$ cat config.mk
export PLATFORM = sky130hd
export DESIGN_NAME = host_bus_port
export DESIGN_NICKNAME = d
export VERILOG_FILES = /design/src/shared/host_port_pkg.sv /design/src/design/byte_fifo.sv /design/src/design/host_bus_port.sv
export SDC_FILE = /design/constraint.sdc
export NUM_CORES = 2
export LEC_CHECK = 0
export BUFFER_PORTS_ARGS = -buffer_cell sky130_fd_sc_hd__buf_4
export CORE_MARGIN = 5
export CORE_UTILIZATION = 60
export CTS_CLUSTER_DIAMETER = 50
export DETAILED_ROUTE_END_ITERATION = 8
export PLACE_DENSITY = 0.81
export SLEW_MARGIN = 40
export SYNTH_ARGS = -nofsm -noshare
export SYNTH_HDL_FRONTEND = slang
export SYNTH_SLANG_ARGS = --single-unit
$ cat constraint.sdc
create_clock -name clk -period 6.71 [get_ports clk]
set_input_delay 1.342 -clock clk [delete_from_list [all_inputs] [get_ports clk]]
set_output_delay 1.342 -clock clk [all_outputs]
set_load 0.01 [all_outputs]
$ cat src/shared/host_port_pkg.sv
// package: constants and types for the host bus port
package host_port_pkg;
    localparam int          data_width      = 8;
    localparam int          addr_width      = 7;
    localparam int          fifo_depth      = 64;
    localparam int          channel_count   = 2;
    // address map of the internal register window
    localparam logic [6:0]  fifo_data_addr  = 7'h00;
    localparam logic [6:0]  fifo_level_addr = 7'h01;
    localparam logic [6:0]  scratch_addr    = 7'h02;
    localparam logic [6:0]  status_addr     = 7'h03;
    localparam logic [6:0]  chan_stride     = 7'h40;
    localparam logic [7:0]  scratch_reset   = 8'h00;
    localparam logic [7:0]  unmapped_value  = 8'h00;

    // bus cycle sequencer states
    typedef enum logic [2:0] {
        idle_st   = 3'b001,
        read_st   = 3'b010,
        write_st  = 3'b100
    } cycle_state_type;
endpackage

$ cat src/design/byte_fifo.sv
// synchronous fifo with valid/ready on both sides
`timescale 1ns/10ps
module byte_fifo #(
    parameter int width = 8,
    parameter int depth = 8
) (
    // clock and reset
    input  wire logic             clk,
    input  wire logic             rst,
    // fill side
    input  wire logic             in_valid,
    output logic                  in_ready,
    input  wire logic [width-1:0] in_data,
    // drain side
    output logic                  out_valid,
    input  wire logic             out_ready,
    output logic      [width-1:0] out_data,
    // fill level
    output logic [$clog2(depth+1)-1:0] level
);
    localparam int aw = $clog2(depth);
    logic [width-1:0] mem_q [depth];
    logic [aw-1:0]    wr_q, wr_d, rd_q, rd_d;
    logic [aw:0]      cnt_q, cnt_d;
    logic             push, pop;

    // handshake and pointer next values
    always_comb begin
        push = in_valid && in_ready;
        pop  = out_valid && out_ready;
        wr_d = push ? ((wr_q == aw'(depth - 1)) ? '0 : wr_q + 1'b1) : wr_q;
        rd_d = pop ? ((rd_q == aw'(depth - 1)) ? '0 : rd_q + 1'b1) : rd_q;
        cnt_d = cnt_q + (aw+1)'(push) - (aw+1)'(pop);
    end

    // honest full and empty
    assign in_ready  = (cnt_q != (aw+1)'(depth));
    assign out_valid = (cnt_q != '0);
    assign out_data  = mem_q[rd_q];
    assign level     = ($clog2(depth+1))'(cnt_q);

    // pointer registers
    always_ff @(posedge clk or posedge rst) begin
        if (rst) begin
            wr_q  <= '0;
            rd_q  <= '0;
            cnt_q <= '0;
        end else begin
            wr_q  <= wr_d;
            rd_q  <= rd_d;
            cnt_q <= cnt_d;
        end
    end

    // storage array, no reset needed
    always_ff @(posedge clk) begin
        if (push) begin
            mem_q[wr_q] <= in_data;
        end
    end
endmodule

$ cat src/design/host_bus_port.sv
// host parallel bus port with per-channel transmit and receive fifos
// Behaviour
// - the port offers eight tri-state data lines carrying data both ways.
// - with the separate-strobe style, control pin one is a low read strobe and pin zero a low write strobe.
// - a selected read returns the internal register chosen by the seven address lines.
// - a read under dma grant returns the channel's receive fifo byte and ignores the address.
// - a selected write from the data lines loads the scratch register or pushes the transmit fifo; writes to other addresses are ignored.
// - with the single-strobe style, pin one is a high enable if the polarity strap is low, else a low strobe.
// - with the single-strobe style, pin zero gives the transfer direction, high for read.
// - each channel has its own 64-byte fifo in each direction.
`timescale 1ns/10ps
module host_bus_port #(
    parameter int depth = host_port_pkg::fifo_depth
) (
    // clock and reset
    input  wire logic        clk,
    input  wire logic        rst,
    // host bus pins
    input  wire logic [7:0]  host_data_lines_in,
    output logic      [7:0]  host_data_lines_out,
    output logic             host_data_lines_oe,
    input  wire logic [6:0]  register_address_lines,
    input  wire logic        select_n,
    input  wire logic        control_input_one,
    input  wire logic        control_input_zero,
    input  wire logic [1:0]  dma_grant,
    // straps
    input  wire logic        bus_style_strap,
    input  wire logic        strobe_polarity_strap,
    // transmit fifo drains, one per channel
    output logic [1:0]       tx_valid,
    input  wire logic [1:0]  tx_ready,
    output logic [15:0]      tx_data,
    // receive fifo fills, one per channel
    input  wire logic [1:0]  rx_valid,
    output logic [1:0]       rx_ready,
    input  wire logic [15:0] rx_data
);
    localparam int lw = $clog2(depth+1);

    // two-stage synchronisers for all host bus and strap pins, 22 bits wide
    logic [21:0] s1_q, s2_q;
    logic [7:0]  din;
    logic [6:0]  addr;
    logic        sel_n, c1, c0, style, pol;
    logic [1:0]  grant;

    always_ff @(posedge clk or posedge rst) begin
        if (rst) begin
            s1_q <= 22'h380000;                            // select and both strobes idle high
            s2_q <= 22'h380000;
        end else begin
            s1_q <= {select_n, control_input_one, control_input_zero, dma_grant, bus_style_strap,
                     strobe_polarity_strap, register_address_lines, host_data_lines_in};
            s2_q <= s1_q;
        end
    end

    always_comb begin
        {sel_n, c1, c0, grant, style, pol, addr, din} = s2_q;
    end

    // strobe decode from the straps
    logic rd_act, wr_act, acc_sel, acc_dma, chan_dma;
    always_comb begin
        if (!style) begin
            rd_act = !c1;
            wr_act = !c0;
        end else begin
            rd_act = (pol ? !c1 : c1) && c0;
            wr_act = (pol ? !c1 : c1) && !c0;
        end
        acc_sel  = !sel_n;
        acc_dma  = (grant != 2'b00) && sel_n;
        chan_dma = grant[1];
    end

    // per-channel fifos, both directions
    logic [1:0]    txf_in_valid, txf_in_ready, rxf_out_valid, rxf_out_ready;
    logic [15:0]   rxf_out_data;
    logic [lw-1:0] tx_lvl [2];
    logic [lw-1:0] rx_lvl [2];
    logic [7:0]    wbyte_q, wbyte_d;

    for (genvar ch = 0; ch < host_port_pkg::channel_count; ch++) begin : g_ch
        byte_fifo #(.width(8), .depth(depth)) u_tx (
            .clk(clk), .rst(rst),
            .in_valid(txf_in_valid[ch]), .in_ready(txf_in_ready[ch]), .in_data(wbyte_q),
            .out_valid(tx_valid[ch]), .out_ready(tx_ready[ch]), .out_data(tx_data[ch*8 +: 8]),
            .level(tx_lvl[ch]));
        byte_fifo #(.width(8), .depth(depth)) u_rx (
            .clk(clk), .rst(rst),
            .in_valid(rx_valid[ch]), .in_ready(rx_ready[ch]), .in_data(rx_data[ch*8 +: 8]),
            .out_valid(rxf_out_valid[ch]), .out_ready(rxf_out_ready[ch]),
            .out_data(rxf_out_data[ch*8 +: 8]), .level(rx_lvl[ch]));
    end

    // sequencer: one action per strobe, taken on its leading edge
    host_port_pkg::cycle_state_type st_q, st_d;
    logic [7:0] scratch_q [2];
    logic [7:0] scratch_d [2];
    logic [7:0] rdata_q, rdata_d;
    logic       oe_q, oe_d;
    logic [1:0] push, pop;
    logic       rch;
    logic [6:0] roff;

    always_comb begin
        st_d      = st_q;
        rdata_d   = rdata_q;
        oe_d      = 1'b0;
        wbyte_d   = wbyte_q;
        scratch_d = scratch_q;
        push      = 2'b00;
        pop       = 2'b00;
        rch       = addr >= host_port_pkg::chan_stride;
        roff      = rch ? addr - host_port_pkg::chan_stride : addr;
        case (st_q)
            host_port_pkg::idle_st: begin
                if (rd_act && acc_sel) begin
                    st_d = host_port_pkg::read_st;
                    oe_d = 1'b1;
                    case (roff)
                        host_port_pkg::fifo_data_addr: begin
                            rdata_d = rxf_out_data[rch*8 +: 8];
                            pop[rch] = rxf_out_valid[rch];
                        end
                        host_port_pkg::fifo_level_addr: rdata_d = 8'(rx_lvl[rch]);
                        host_port_pkg::scratch_addr:    rdata_d = scratch_q[rch];
                        host_port_pkg::status_addr:     rdata_d = 8'(tx_lvl[rch]);
                        default:                        rdata_d = host_port_pkg::unmapped_value;
                    endcase
                end else if (rd_act && acc_dma) begin
                    st_d = host_port_pkg::read_st;
                    oe_d = 1'b1;
                    rdata_d = rxf_out_data[chan_dma*8 +: 8];
                    pop[chan_dma] = rxf_out_valid[chan_dma];
                end else if (wr_act && acc_sel) begin
                    st_d = host_port_pkg::write_st;
                    wbyte_d = din;
                    if (roff == host_port_pkg::scratch_addr) begin
                        scratch_d[rch] = din;
                    end else if (roff == host_port_pkg::fifo_data_addr) begin
                        push[rch] = 1'b1;
                    end
                end else if (wr_act && acc_dma) begin
                    st_d = host_port_pkg::write_st;
                    wbyte_d = din;
                    push[chan_dma] = 1'b1;
                end
            end
            host_port_pkg::read_st: begin
                oe_d = rd_act && (acc_sel || acc_dma);
                if (!oe_d) begin
                    st_d = host_port_pkg::idle_st;
                end
            end
            host_port_pkg::write_st: begin
                if (!wr_act) begin
                    st_d = host_port_pkg::idle_st;
                end
            end
            default: st_d = host_port_pkg::idle_st;
        endcase
    end

    // push lands one cycle later with the captured byte; drops if full
    logic [1:0] push_q;
    always_comb begin
        txf_in_valid  = push_q;
        rxf_out_ready = pop;
    end

    always_ff @(posedge clk or posedge rst) begin
        if (rst) begin
            st_q         <= host_port_pkg::idle_st;
            rdata_q      <= 8'h00;
            oe_q         <= 1'b0;
            wbyte_q      <= 8'h00;
            push_q       <= 2'b00;
            scratch_q[0] <= host_port_pkg::scratch_reset;
            scratch_q[1] <= host_port_pkg::scratch_reset;
        end else begin
            st_q      <= st_d;
            rdata_q   <= rdata_d;
            oe_q      <= oe_d;
            wbyte_q   <= wbyte_d;
            push_q    <= push;
            scratch_q <= scratch_d;
        end
    end

    // pin drivers straight from flip-flops
    assign host_data_lines_out = rdata_q;
    assign host_data_lines_oe  = oe_q;
endmodule

==> results.md <==
* Status: completed
* Post-cts sizing count at 0
* Primary FF master, synth: edfxtp_1
* Max-cap violation count at 0
* Vias after detailed routing at approximately 43000
* DRC at 0
* Post-synth net total at ~4300
* R2r startpoint: s2_q[11]
* Die height at 390.2 um
* Clock root cell: clkbuf_16
* CTS tree: yes
* Post-DP HPWL at between 100 and 150 mm
* Class of the worst hold path: register to register
* H-tree levels at 4
* Placed Cells at 5982
* DRT Pass-1 Iters at 6
* Post-route ant nets at 0
* Post-synth top area cell: edfxtp_1
* Most common cell in the netlist: edfxtp_1
* Setup bufs post-CTS at 0
* Seq/Total Area, Yosys at 0.7548
* Largest net degree at the start of global routing at about 110
* Initial core utilization at 0.6037
* RSZ-0062 raised after global routing: false
* GRT Overall Usage at 0.2680
* Worst hold start: s1_q[7]
* Synth top area share at 0.7091
* CP endpoint kind: primary output
* Peak supply drop at between 0.2 and 0.3 mV
* Period utilization at 0.8219
* Worst Hold Depth at 0
* Clock insertion delay at the later pin of the skew report at between 0.8 and 0.9 ns
* Worst slew pin tran at 1.009 ns
* Critical-path maximum fanout at 32
* Max-slew violations at 0
* CTS Hold Buffers Added at 0
* Power Density at approximately 410 nW/um2
* Post-synth ARST share at 0.07162
* R2R Path End: g_ch[1].u_rx.level[6]
* DIE AREA at around 150000 um2
* TNS Setup at 0 ns
* Nets at approximately 4400
* Antenna violations before repair at 5
* GPL Wtd Cong at about 0.85
* Number of flops mapped to enable cells by yosys at roughly 2000
* Worst Path Arrival at about 4.2 ns
* Total CTS buffers at 211
* Area growth from synthesis to layout at 11.62%
* Post-Syn Instances at ~4200
* Fmax at roughly 180 MHz
* Core Area at about 140000 um2
* Hold Slack at between 0.3 and 0.4 ns
* CP Launch Point: g_ch[0].u_tx.rd_q[0]
* IO Count at 73
* Synth warn at 0
* Critical Path RT at 5.37 ns
* GR Overflow Total at 0
* Post-Route WL at ~200 mm
* Clock Skews at 0.03423 ns
* Drt wl/cell at about 32 um
* Leak pwr at ~30 nW
* Period minus WS final at around 5.5 ns
* CP most frequent cell: mux4_2
* Startpoint Class: register
* Via-to-Cell Ratio at about 6.8
* Slowest cell on the critical path: dfrtp_4
* Synth top area cells: edfxtp_1, mux4_2, dfrtp_1
* Commonest cells in the netlist: edfxtp_1, mux4_2, nor2_1
* Critical path type: register to primary output
* Unique masters post-synth at roughly 70
* Seq cells post-synth at approximately 2200
* Layout cells sized above 1 at 0.2911
* Synthesized area at about 87000 um2
* Worst-path cell chain: buf_4, mux4_2, mux4_2, mux4_2, buf_4
* CTS Buffer Depth at 3
* Non-filler instance count after layout at about 6400
* Reg2reg setup slack at about 2.7 ns
* Final hold vios at 0
* Worst reg2reg path depth at 14
* Worst-path clk slew at around 0.07 ns
* Clock sink total at about 2200
* Relative slew slack at 0.3256
* Cell Rows at 139
* Final core occ at 0.6739
* Avg Cell Area, Syn at between 20 and 25 um2
* Vias in the first global route at 44730
* Pwr Total at around 39 mW
* Hold Path End: s2_q[7]
* Final setup viols at 0
* Slowest stage delay, CP at slightly below 0.9 ns
* DRT iter0 DRCs at between 6000 and 7000
* Die Wd at slightly below 400 um
* Port bufs at slightly above 70
* First-pass GRT wire length at between 200 and 300 mm
[how the worst max path moves through the flow]
stage                       endpoint  slack (ns)  cells past startpoint
2_1_floorplan  g_ch[0].u_rx.level[0]        1.12                      1
3_3_place_gp             tx_data[12]        2.14                      5
3_5_place_dp              tx_data[5]        2.08                      5
4_1_cts                   tx_data[0]        1.09                      5
5_1_grt                   tx_data[0]        0.98                      5
6_report                  tx_data[0]        1.19                      5
[logic make-up (layout without fill, tap and decap cells)]
logic type,after synthesis,count (layout),synth area share
other,0,2,0
DFF,2206,2206,0.7548
AOI/OAI and AO/OA,268,268,0.02132
xor gates and xnor gates,47,47,0.004746
muxes,728,728,0.1661
adders and majority gates,48,48,0.007271
buffers and inverters,279,581,0.01427
and+or+nand+nor,602,602,0.03148
[power by group]
| part | internal (mW) | leakage [nW] | switching, mW |
|---|---|---|---|
| combinational | 4.50 | 6.93 | 5.00 |
| sequential | 16.5 | 20.3 | 1.28 |
| clock | 6.74 | 3.42 | 5.23 |
[per-layer routing]
layer | part of all wire | vias up | global-route usage
met1 | 0.36 | 22500 | 0.3728
met5 | 0.000049 | - | 0
li1 | - | 17430 | -
met4 | 0.037 | 2 | 0.09662
met2 | 0.50 | 2994 | 0.4327
met3 | 0.10 | 496 | 0.05448
[per-stage QoR]
| step | setup WS [ns] | cell area, um2 |
|---|---|---|
| finish | 1.195 | 96800 |
| global route | 0.9757 | 96800 |
| CTS | 1.092 | 96590 |
| detailed placement | 2.085 | 89600 |
| global placement | 2.142 | 89090 |
| floorplan | 1.116 | 86730 |
[flip-flops by register name, indices dropped and copies added (netlist names), 2 cells and up]
signal and flops:
g_ch.u_tx.level 14, host_data_lines_out 8, scratch_q 16, g_ch.u_rx.rd_q 12, g_ch.u_tx.wr_q 12, g_ch.u_rx.mem_q 1024, s2_q 22, g_ch.u_tx.rd_q 12
g_ch.u_rx.wr_q 12, wbyte_q 8, g_ch.u_tx.mem_q 1024, g_ch.u_rx.level 14, st_q 3, push_q 2, s1_q 22
[layout by cell type (no fill, tap or decap), types with 8 or more instances in the layout]
cell type and count:
edfxtp_1 2048, mux4_2 563, clkbuf_16 217, nor2_2 172, nor2_1 142, dfrtp_1 127
mux2i_1 104, buf_4 103, nand2_1 101, mux2_2 61, a21oi_1 57, inv_1 54
nand3_1 50, clkinv_2 50, ha_1 44, o21ai_0 39, xnor2_1 37, clkinv_1 35
nor2b_1 31, clkbuf_1 30, o221ai_1 28, a211oi_1 24, a22oi_1 22, nand3b_1 20
bufinv_16 18, dfrtp_4 18, nand4_1 17, o22ai_1 17, buf_12 17, nor3_1 15
nand2b_1 15, clkinvlp_4 13, a21o_1 12, a221oi_1 10, xor2_1 10, inv_6 9
clkinv_8 8, clkbuf_8 8
[worst max-delay path: cells and delay by family (launching register included)]
kind / cells / cell delay [ns]
multiplexers: 3 / 1.74
flip-flops: 1 / 0.87
buffers and inverters: 2 / 0.70
[layout make-up]
type / count / area (um2)
antenna: 2 / 5.005
clock buffer: 255 / 5653
clock inverter: 142 / 1334
fill: 8467 / 46850
inverter: 59 / 229.0
multi-input combinational: 1693 / 20460
sequential: 2206 / 65540
tap: 1903 / 2381
timing repair buffer: 125 / 1202
Power figures use the tool's default switching activity.
